[config.mk]
export PLATFORM = sky130hd
export DESIGN_NAME = imp_top
export DESIGN_NICKNAME = d
export VERILOG_FILES = /design/src/hdl/imp_pkg.sv /design/src/hdl/imp_sync.sv /design/src/hdl/imp_delay_timer.sv /design/src/hdl/imp_top.sv
export SDC_FILE = /design/constraint.sdc
export NUM_CORES = 1
export LEC_CHECK = 0
export BUFFER_PORTS_ARGS = -buffer_cell sky130_fd_sc_hd__buf_2
export CORE_ASPECT_RATIO = 1.75
export CORE_MARGIN = 2
export CORE_UTILIZATION = 50
export DETAILED_ROUTE_END_ITERATION = 8
export PLACE_DENSITY = 0.81
export SLEW_MARGIN = 15
export SYNTH_ARGS = -nofsm -noshare
export SYNTH_HDL_FRONTEND = slang
export SYNTH_HIERARCHICAL = 1
export SYNTH_SLANG_ARGS = --single-unit
[constraint.sdc]
create_clock -name clk -period 2.9 [get_ports clk]
set_input_delay 0.58 -clock clk [delete_from_list [all_inputs] [get_ports clk]]
set_output_delay 0.58 -clock clk [all_outputs]
set_load 0.02 [all_outputs]
[src/hdl/imp_pkg.sv]
// shared constants, types and register map of the indexer manual positioning block
package imp_pkg;
    // ----------------------------------------
    // register map (byte addresses)
    // ----------------------------------------
    localparam logic [7:0] ADDR_CTRL = 8'h00;
    localparam logic [7:0] ADDR_DIVISION = 8'h04;
    localparam logic [7:0] ADDR_TLDELAY = 8'h08;
    localparam logic [7:0] ADDR_STATUS = 8'h0C;
    localparam logic [7:0] ADDR_INT_STAT = 8'h10;
    localparam logic [7:0] ADDR_INT_MASK = 8'h14;
    // control register fields
    localparam int CTRL_INDEXER = 0;
    localparam int CTRL_SUBMODE = 1;
    localparam int CTRL_CCW = 2;
    localparam int CTRL_SPEEDSRC = 3;
    localparam int CTRL_TWOSTN = 4;
    localparam int CTRL_W = 5;
    localparam logic [4:0] CTRL_RESET = 5'h00;
    localparam logic [7:0] DIVISION_RESET = 8'h08;
    localparam logic [15:0] TLDELAY_RESET = 16'h0000;
    // interrupt bits
    localparam int INT_DONE = 0;
    localparam int INT_WARN = 1;
    localparam int INT_REFUSED = 2;
    localparam int INT_W = 3;
    localparam logic [2:0] INT_RESET = 3'h0;
    localparam logic [7:0] ENTRY_ONE = 8'h01;
    // ----------------------------------------
    // timing: torque limit delay counts in milliseconds
    // ----------------------------------------
    localparam int CLK_MHZ = 50;
    localparam int TL_UNIT_US = 1000;
    localparam int TL_UNIT_CYCLES = CLK_MHZ * TL_UNIT_US;
    // ----------------------------------------
    // types
    // ----------------------------------------
    typedef enum logic [1:0] {
        ST_IDLE = 2'b00,
        ST_AUTO = 2'b01,
        ST_JOG = 2'b10,
        ST_SETTLE = 2'b11
    } imp_state_t;
    typedef struct packed {
        logic active;
        logic positioning;
        logic ccw;
        logic directSpeed;
        logic [7:0] station;
        logic [7:0] entry;
        logic [15:0] speed;
    } imp_cmd_t;
    localparam imp_cmd_t CMD_IDLE = '0;
    typedef struct packed {
        logic start;
        logic modeOne;
        logic modeTwo;
    } imp_fb_t;
endpackage

[src/hdl/imp_sync.sv]
// three-stage input synchroniser with agreement filter
`timescale 1ns/10ps
module imp_sync #(
    parameter int W = 1
) (
    input wire logic clk,
    input wire logic nrst,
    input wire logic [W-1:0] din,
    output logic [W-1:0] dout
);
    logic [W-1:0] s1;
    logic [W-1:0] s2;
    logic [W-1:0] s3;
    logic [W-1:0] next_dout;

    // output follows only once stages two and three agree
    always_comb begin
        next_dout = dout;
        if (s2 == s3) begin
            next_dout = s3;
        end
    end

    // s1 is read by s2 only, to keep metastability contained
    always_ff @(posedge clk) begin
        if (!nrst) begin
            s1 <= '0;
            s2 <= '0;
            s3 <= '0;
            dout <= '0;
        end else begin
            s1 <= din;
            s2 <= s1;
            s3 <= s2;
            dout <= next_dout;
        end
    end
endmodule

[src/hdl/imp_delay_timer.sv]
// delay timer: raises expired once arm has held for delay units
`timescale 1ns/10ps
module imp_delay_timer #(
    parameter int TICK = 50000
) (
    input wire logic clk,
    input wire logic nrst,
    input wire logic arm,
    input wire logic [15:0] delay,
    output logic expired
);
    localparam logic [15:0] TICK_LAST = 16'(TICK - 1);
    logic [15:0] prescale;
    logic [15:0] units;
    logic [15:0] next_prescale;
    logic [15:0] next_units;
    logic next_expired;

    // a drop of arm restarts the whole delay
    always_comb begin
        next_prescale = prescale;
        next_units = units;
        next_expired = expired;
        if (!arm) begin
            next_prescale = '0;
            next_units = '0;
            next_expired = 1'b0;
        end else if (units == delay) begin
            next_expired = 1'b1;
        end else if (prescale == TICK_LAST) begin
            next_prescale = '0;
            next_units = units + 16'h0001;
        end else begin
            next_prescale = prescale + 16'h0001;
        end
    end

    always_ff @(posedge clk) begin
        if (!nrst) begin
            prescale <= '0;
            units <= '0;
            expired <= 1'b0;
        end else begin
            prescale <= next_prescale;
            units <= next_units;
            expired <= next_expired;
        end
    end
endmodule

[src/hdl/imp_top.sv]
// indexer positioning sequencer: remote-word automatic mode and the two jog modes
// Function
// - warn when requested station is at or above the division count
// - start is ignored while moving; master restarts after movement done
// - after in-position, switch to stop torque limit after programmed delay
// - after power-on, in-position rises when position is within a station range
// - direct speed only with two stations; acceleration from table entry one
// - manual modes ignore the station select and speed select bits
// - submode bit clear gives indexer jog, set gives plain jog
// - direction bit clear numbers stations clockwise, set counter-clockwise; automatic moves always command ccw clear
// - manual modes take jog speed and ramps from table entry one
// - indexer jog runs while start held, then stops at reachable station
// - plain jog runs while start held, then decelerates anywhere
// - automatic mode takes target station from the target word at start
// - speed source bit picks table entry or direct speed from the word
//
// The address map and register access over APB are this design's own decisions.
`timescale 1ns/10ps
module imp_top #(
    parameter int TL_TICK = imp_pkg::TL_UNIT_CYCLES
) (
    input wire logic clk,
    input wire logic nrst,
    input wire logic [7:0] paddr,
    input wire logic psel,
    input wire logic penable,
    input wire logic pwrite,
    input wire logic [31:0] pwdata,
    output logic [31:0] prdata,
    output logic pready,
    output logic pslverr,
    input wire logic motionStartBit,
    input wire logic modeSelectOne,
    input wire logic modeSelectTwo,
    input wire logic [15:0] targetStationWord,
    input wire logic [15:0] tableOrSpeedWord,
    input wire logic inRangeAny,
    input wire logic servoDone,
    input wire logic [7:0] stopStation,
    output imp_pkg::imp_cmd_t motionCmd,
    output logic movementDoneFlag,
    output logic inPositionFlag,
    output logic nextStationWarning,
    output logic torqueLimitStop,
    output logic irq
);
    // ----------------------------------------
    // input synchronisers
    // ----------------------------------------
    imp_pkg::imp_fb_t fbSync;
    logic [31:0] wordSync;
    logic [15:0] targetSync;
    logic [15:0] speedWordSync;

    imp_sync #(.W(3)) u_bits (
        .clk(clk),
        .nrst(nrst),
        .din({motionStartBit, modeSelectOne, modeSelectTwo}),
        .dout(fbSync)
    );

    // words are held steady by the master ahead of start, so tearing is harmless
    imp_sync #(.W(32)) u_words (
        .clk(clk),
        .nrst(nrst),
        .din({targetStationWord, tableOrSpeedWord}),
        .dout(wordSync)
    );
    assign targetSync = wordSync[31:16];
    assign speedWordSync = wordSync[15:0];

    // ----------------------------------------
    // register file
    // ----------------------------------------
    logic [imp_pkg::CTRL_W-1:0] ctrl;
    logic [7:0] division;
    logic [15:0] tlDelay;
    logic [imp_pkg::INT_W-1:0] intStat;
    logic [imp_pkg::INT_W-1:0] intMask;
    logic [imp_pkg::CTRL_W-1:0] next_ctrl;
    logic [7:0] next_division;
    logic [15:0] next_tlDelay;
    logic [imp_pkg::INT_W-1:0] next_intStat;
    logic [imp_pkg::INT_W-1:0] next_intMask;
    logic [31:0] next_prdata;
    logic wrAcc;
    logic mapped;
    logic [imp_pkg::INT_W-1:0] events;
    imp_pkg::imp_state_t state;

    // zero wait states: every access completes in its first access cycle
    assign pready = 1'b1;
    assign wrAcc = psel && penable && pwrite;
    assign pslverr = psel && penable && !mapped;
    assign irq = |(intStat & intMask);

    // address decode and read mux, data captured in the setup cycle
    always_comb begin
        mapped = 1'b1;
        next_prdata = prdata;
        unique case (paddr)
            imp_pkg::ADDR_CTRL: next_prdata = 32'(ctrl);
            imp_pkg::ADDR_DIVISION: next_prdata = 32'(division);
            imp_pkg::ADDR_TLDELAY: next_prdata = 32'(tlDelay);
            imp_pkg::ADDR_STATUS: next_prdata = 32'({torqueLimitStop, nextStationWarning,
                inPositionFlag, movementDoneFlag, state});
            imp_pkg::ADDR_INT_STAT: next_prdata = 32'(intStat);
            imp_pkg::ADDR_INT_MASK: next_prdata = 32'(intMask);
            default: begin
                mapped = 1'b0;
                next_prdata = 32'h00000000;
            end
        endcase
        if (!(psel && !penable)) begin
            next_prdata = prdata;
        end
    end

    // writes; a new event beats a write-one clear in the same cycle
    always_comb begin
        next_ctrl = ctrl;
        next_division = division;
        next_tlDelay = tlDelay;
        next_intMask = intMask;
        next_intStat = intStat;
        if (wrAcc && paddr == imp_pkg::ADDR_CTRL) begin
            next_ctrl = pwdata[imp_pkg::CTRL_W-1:0];
        end
        if (wrAcc && paddr == imp_pkg::ADDR_DIVISION) begin
            next_division = pwdata[7:0];
        end
        if (wrAcc && paddr == imp_pkg::ADDR_TLDELAY) begin
            next_tlDelay = pwdata[15:0];
        end
        if (wrAcc && paddr == imp_pkg::ADDR_INT_MASK) begin
            next_intMask = pwdata[imp_pkg::INT_W-1:0];
        end
        if (wrAcc && paddr == imp_pkg::ADDR_INT_STAT) begin
            next_intStat = intStat & ~pwdata[imp_pkg::INT_W-1:0];
        end
        next_intStat = next_intStat | events;
    end

    always_ff @(posedge clk) begin
        if (!nrst) begin
            ctrl <= imp_pkg::CTRL_RESET;
            division <= imp_pkg::DIVISION_RESET;
            tlDelay <= imp_pkg::TLDELAY_RESET;
            intStat <= imp_pkg::INT_RESET;
            intMask <= imp_pkg::INT_RESET;
            prdata <= 32'h00000000;
        end else begin
            ctrl <= next_ctrl;
            division <= next_division;
            tlDelay <= next_tlDelay;
            intStat <= next_intStat;
            intMask <= next_intMask;
            prdata <= next_prdata;
        end
    end

    // ----------------------------------------
    // sequencer
    // ----------------------------------------
    imp_pkg::imp_state_t next_state;
    imp_pkg::imp_cmd_t next_cmd;
    logic startPrev;
    logic next_movementDone;
    logic next_inPosition;
    logic next_warning;
    logic startRise;
    logic overRange;
    logic indexerOn;
    logic autoSel;
    logic manualSel;
    logic plainJog;

    assign startRise = fbSync.start && !startPrev;
    assign indexerOn = ctrl[imp_pkg::CTRL_INDEXER];
    assign autoSel = indexerOn && fbSync.modeOne && fbSync.modeTwo;
    assign manualSel = indexerOn && fbSync.modeOne && !fbSync.modeTwo;
    assign plainJog = ctrl[imp_pkg::CTRL_SUBMODE];
    assign overRange = targetSync >= 16'(division);

    // start edges outside idle are dropped and flagged, never queued
    always_comb begin
        next_state = state;
        next_cmd = motionCmd;
        next_movementDone = movementDoneFlag;
        next_warning = overRange;
        next_inPosition = (state == imp_pkg::ST_IDLE) && inRangeAny;
        events = '0;
        events[imp_pkg::INT_WARN] = overRange && !nextStationWarning;
        unique case (state)
            imp_pkg::ST_IDLE: begin
                next_cmd = imp_pkg::CMD_IDLE;
                if (startRise && autoSel && overRange) begin
                    events[imp_pkg::INT_REFUSED] = 1'b1;
                end else if (startRise && autoSel) begin
                    next_state = imp_pkg::ST_AUTO;
                    next_movementDone = 1'b0;
                    next_cmd.active = 1'b1;
                    next_cmd.positioning = 1'b1;
                    next_cmd.station = targetSync[7:0];
                    next_cmd.entry = speedWordSync[7:0];
                    if (ctrl[imp_pkg::CTRL_SPEEDSRC] && ctrl[imp_pkg::CTRL_TWOSTN]) begin
                        next_cmd.directSpeed = 1'b1;
                        next_cmd.speed = speedWordSync;
                        next_cmd.entry = imp_pkg::ENTRY_ONE;
                    end
                end else if (startRise && manualSel) begin
                    // the station and speed words are not read in this branch, so they cannot steer jog
                    next_state = imp_pkg::ST_JOG;
                    next_movementDone = 1'b0;
                    next_cmd.active = 1'b1;
                    next_cmd.entry = imp_pkg::ENTRY_ONE;
                    next_cmd.ccw = ctrl[imp_pkg::CTRL_CCW];
                end
            end
            imp_pkg::ST_AUTO: begin
                events[imp_pkg::INT_REFUSED] = startRise;
                if (servoDone) begin
                    next_state = imp_pkg::ST_IDLE;
                    next_cmd = imp_pkg::CMD_IDLE;
                    next_movementDone = 1'b1;
                    events[imp_pkg::INT_DONE] = 1'b1;
                end
            end
            imp_pkg::ST_JOG: begin
                if (!fbSync.start) begin
                    next_state = imp_pkg::ST_SETTLE;
                    if (plainJog) begin
                        next_cmd.active = 1'b0;
                    end else begin
                        next_cmd.positioning = 1'b1;
                        next_cmd.station = stopStation;
                    end
                end
            end
            imp_pkg::ST_SETTLE: begin
                events[imp_pkg::INT_REFUSED] = startRise;
                if (servoDone) begin
                    next_state = imp_pkg::ST_IDLE;
                    next_cmd = imp_pkg::CMD_IDLE;
                    next_movementDone = 1'b1;
                    events[imp_pkg::INT_DONE] = 1'b1;
                end
            end
        endcase
    end

    always_ff @(posedge clk) begin
        if (!nrst) begin
            state <= imp_pkg::ST_IDLE;
            motionCmd <= imp_pkg::CMD_IDLE;
            startPrev <= 1'b0;
            movementDoneFlag <= 1'b0;
            inPositionFlag <= 1'b0;
            nextStationWarning <= 1'b0;
        end else begin
            state <= next_state;
            motionCmd <= next_cmd;
            startPrev <= fbSync.start;
            movementDoneFlag <= next_movementDone;
            inPositionFlag <= next_inPosition;
            nextStationWarning <= next_warning;
        end
    end

    // ----------------------------------------
    // stop torque limit after in-position delay
    // ----------------------------------------
    imp_delay_timer #(.TICK(TL_TICK)) u_tl (
        .clk(clk),
        .nrst(nrst),
        .arm(next_inPosition), // one cycle early, so the stop limit falls with in-position
        .delay(tlDelay),
        .expired(torqueLimitStop)
    );
endmodule

==> qor.csv <==
stage,metric,value,unit
run_status,status,"finished, final reports clean",
sta,final slew viol count,0,
clocking,Max clock buf depth,3,
worst_setup_path,nature of the critical path startpoint,input pin,
die,Horiz. Die Dim,115,um
clocking,TritonCTS Sinks,266,
synthesis,Syn. warnings,6,
power_and_ir_drop,clock share of power,44.4,%
worst_setup_path,path depth of the worst reg2reg path,5,
die,Die ar.,22700,um2
power_and_ir_drop,PwrDens,591,nW/um2
die,area inside the core boundary,21300,um2
worst_setup_path,worst endpoint data arrival time,2.08,ns
synthesis,"EDFF count, synth",0,
cells_and_area,share of the core filled with cells,57.7,%
worst_setup_path,dominant delay contributor by cell family on the critical path,simple AND/OR/NAND/NOR gates,
worst_setup_path,biggest cell delay along the critical path,0.59,ns
sta,least setup slack across all paths after layout,0.237,ns
worst_setup_path,worst reg-to-reg setup slack,0.26,ns
die,cell row count,71,
synthesis,Most used DFF post-synth,sky130_fd_sc_hd__dfxtp_1,
sta,share of the clock period used by the worst path after layout,91.8,%
cells_and_area,# nets final,1344,
grt,largest net degree at the start of global routing,178,
cells_and_area,synth-to-layout area growth,14.5,%
drt,drc violations,0,
hold_path,worst min path class,input pin to register,
power_and_ir_drop,Seq pwr share,51.5,%
power_and_ir_drop,combinational share of power,4.1,%
cells_and_area,Antenna diodes,0,
clocking,number of buffers inserted for hold repair after clock tree synthesis,0,
worst_setup_path,required time worst endpoint,2.32,ns
worst_setup_path,worst setup path end,pslverr,
clocking,Worst-Skew Late Latency,0.51,ns
drt,vias,8321,
worst_setup_path,CP max stage cell,sky130_fd_sc_hd__or4_1,
drt,number of routed nets with antenna violations,0,
synthesis,ys async rst share,0,%
clocking,CTS tree,built,
synthesis,synthesized area per cell,9.37,um2
power_and_ir_drop,Net Sw Power,1.53,mW
drt,final routed wirelength across all metal layers,23800,um
sta,final count of negative-setup-slack endpoints,0,
drt,via/cell ratio,5.49,
worst_setup_path,category of the most critical setup path,input pin to output pin,
worst_setup_path,maximum fanout along the worst path,3,
synthesis,library cells used by synthesis,63,
grt,number of antenna violations at the first check in global routing,0,
placement,post-placement worst setup slack,0.252,ns
die,floorplan die height,198,um
grt,number of global-route vias before repair,7727,
sta,final worst clock skew,0.00980,ns
worst_setup_path,worst path bufs/invs,2,
synthesis,cell type contributing the most total cell area after synthesis,sky130_fd_sc_hd__dfxtp_1,
synthesis,sequential element share of the synthesized area,49.6,%
clocking,total number of H-tree levels,1,
drt,number of detailed-route iterations in the first pass,5,
clocking,buffer cell driving the clock tree root,sky130_fd_sc_hd__clkbuf_16,
sta,number of hold violations in the final report,0,
sta,worst-case headroom to the max-slew limit,41.1,%
power_and_ir_drop,internal cell power,5.74,mW
clocking,"Gates resized, CTS repair",0,
worst_setup_path,worst path cell trace,"buf_2, or4_1, or2_2, a21o_1, and3_1, buf_2",
power_and_ir_drop,worst supply voltage drop on vdd,0.616,mV
drt,iteration-0 DRC count of the detailed router,518,
sta,Peak Freq,376,MHz
placement,Detailed Place HPWL,16900,um
cells_and_area,filler cell count,1840,
worst_setup_path,endpoint kind of the worst setup timing path,output pin,
worst_setup_path,count of cell instances traversed by the critical path,6,
run,max-cap violation count,0,
worst_setup_path,launching instance or port of the critical path,paddr[1],
worst_setup_path,RR Endpoint,u_tl/units[10]$_SDFFE_PN0P_,
die,number of top-level pins,165,
worst_setup_path,most frequent cell on the critical path,sky130_fd_sc_hd__buf_2,
cells_and_area,share of final-layout standard cells stronger than drive strength 1,16.1,%
sta,actual slew at the worst max-slew pin,0.877,ns
power_and_ir_drop,total leakage power,4.90,nW
placement,IO Port Bufs,131,
synthesis,top cells by area in the synthesized netlist,"sky130_fd_sc_hd__dfxtp_1 50%, sky130_fd_sc_hd__and2_1 6.9%, sky130_fd_sc_hd__nand2_1 6.0%",
synthesis,flip-flop and latch count after synthesis,266,
grt,global route overflow,0,
power_and_ir_drop,share of total power consumed by net switching,21.1,%
grt,global-route wire length before repair,37800,um
worst_setup_path,RR Startpoint,u_tl/prescale[12]$_SDFFE_PN0P_,
clocking,number of setup buffers added after CTS,0,
synthesis,post-synthesis cell count,1147,
clocking,clock edge transition at the registers on the reported setup and hold paths,0.06,ns
drt,DR WL/cell,15.7,um
grt,combined global-route utilization of all metal layers,20.6,%
clocking,CTS Buf Count,23,
synthesis,area share of the leading cell type in the synthesized netlist,49.6,%
placement,final RePlAce weighted congestion,0.867,
synthesis,Syn Std Cell Area,10700,um2
sta,time the final worst path needs with I/O delays and setup,2.66,ns
die,initial standard-cell utilization of the core,50.4,%
sta,setup repair after global routing missed its margin,no,
sta,final setup TNS,0,ns
-- kinds of logic after synthesis --
group                    after synthesis  synth area share (%)
AO/OA/AOI/OAI                        187                  11.6
AND/OR/NAND/NOR                      483                  24.0
buffers and inverters                102                  4.51
multiplexers                          46                  4.94
adder cells (fa/ha/maj)               10                  1.16
XOR/XNOR                              51                  4.16
flip-flops                           266                  49.6
other                                  2                0.0699
-- cell usage in the layout (no fill, tap or decap), types with 12 or more instances in the layout --
| master | synthesis | final |
|---|---|---|
| sky130_fd_sc_hd__a21boi_0 | 25 | 25 |
| sky130_fd_sc_hd__a21oi_1 | 29 | 29 |
| sky130_fd_sc_hd__a22o_1 | 13 | 13 |
| sky130_fd_sc_hd__a31oi_1 | 12 | 12 |
| sky130_fd_sc_hd__and2_1 | 118 | 118 |
| sky130_fd_sc_hd__and3_1 | 12 | 12 |
| sky130_fd_sc_hd__buf_2 | 3 | 130 |
| sky130_fd_sc_hd__clkbuf_16 | 0 | 23 |
| sky130_fd_sc_hd__conb_1 | 2 | 17 |
| sky130_fd_sc_hd__dfxtp_1 | 266 | 266 |
| sky130_fd_sc_hd__inv_1 | 15 | 15 |
| sky130_fd_sc_hd__mux2i_1 | 41 | 41 |
| sky130_fd_sc_hd__nand2_1 | 173 | 173 |
| sky130_fd_sc_hd__nand3_1 | 50 | 50 |
| sky130_fd_sc_hd__nand4_1 | 31 | 31 |
| sky130_fd_sc_hd__nor2_1 | 17 | 17 |
| sky130_fd_sc_hd__o21ai_0 | 52 | 52 |
| sky130_fd_sc_hd__o41ai_1 | 18 | 18 |
| sky130_fd_sc_hd__or3_1 | 16 | 16 |
| sky130_fd_sc_hd__xnor2_1 | 48 | 48 |
-- metrics by stage --
stage               power, mW  instances  cell area (um2)  hold WS [ns]
floorplan                4.03       1162            10800         0.412
global placement         4.12       1474            11500         0.416
detailed placement       4.12       1474            11500         0.417
CTS                      7.34       1516            12300         0.251
global route             7.50       1516            12300         0.262
finish                   7.27       1516            12300         0.272
-- how the worst min path moves through the flow --
stage                     slack (ns)                       from                   endpoint  cells past startpoint
after floorplan                 0.41    u_bits/s1[0]$_SDFF_PN0_    u_bits/s2[0]$_SDFF_PN0_                      1
after global placement          0.42    u_bits/s1[2]$_SDFF_PN0_    u_bits/s2[2]$_SDFF_PN0_                      1
after detailed placement        0.42  u_words/s1[18]$_SDFF_PN0_  u_words/s2[18]$_SDFF_PN0_                      1
after CTS                       0.25        tableOrSpeedWord[9]   u_words/s1[9]$_SDFF_PN0_                      2
after global routing            0.26        tableOrSpeedWord[9]   u_words/s1[9]$_SDFF_PN0_                      2
final                           0.27        tableOrSpeedWord[9]   u_words/s1[9]$_SDFF_PN0_                      2
-- per-layer routing --
layer	part of all wire (%)	wire [um]	up-vias	global-route usage (%)
met3	4.9	1170	63	2.57
li1	-	-	4127	-
met5	0	0	-	0
met2	54	12800	252	39.2
met4	4.4	1040	0	9.37
met1	37	8790	3879	22.1
-- power groups by stage --
stage,registers [mW],logic [mW],clock network [mW]
after floorplan,3.82,0.214,0
after global placement,3.82,0.296,0
after detailed placement,3.82,0.300,0
after CTS,3.74,0.301,3.30
after global routing,3.75,0.328,3.43
final,3.74,0.300,3.23
-- Yosys cell counts (all sizes together), types with 3 or more instances --
cell type  count
nor4b          3
clkbuf        60
nand4         31
a32o           3
or2            3
mux2i         41
xor2           3
a21o           3
nand3         50
a31oi         12
a21boi        25
or3           16
nand2        174
mux4           5
buf           27
o41ai         18
nand2b         9
a22o          13
xnor2         48
and3          12
a21oi         29
nor4           9
dfxtp        266
nor2b         11
o21ai         52
o31ai          3
o211ai        10
or4            6
nor3          11
a22oi          6
nor2          17
inv           15
and2         118
ha            10
or4b           3
-- worst register-to-register path, cell delays in order, from the launching register on --
cell,delay [ns]
sky130_fd_sc_hd__dfxtp_1,0.37
sky130_fd_sc_hd__or4b_4,0.56
sky130_fd_sc_hd__or4_4,0.66
sky130_fd_sc_hd__or4_1,0.55
sky130_fd_sc_hd__or3_1,0.31
sky130_fd_sc_hd__a21oi_1,0.13
-- final cells by class --
type                       count  area, um2  area share, %
multi-input combinational    794       5010           40.7
timing repair buffer         144        785           6.38
clock inverter                13        175           1.42
tap                          255        319           2.59
inverter                      15       56.3          0.458
clock buffer                  29        628           5.11
sequential                   266       5330           43.3
-- registers in the layout, summed over array words and instances, names as in the netlist, 5 cells and up --
register / flops
u_tl/units: 16
u_words/s2: 32
tlDelay: 16
division: 8
motionCmd: 36
prdata: 16
u_words/dout: 32
ctrl: 5
u_words/s3: 32
u_words/s1: 32
u_tl/prescale: 16
Power figures use the tool's default switching activity.
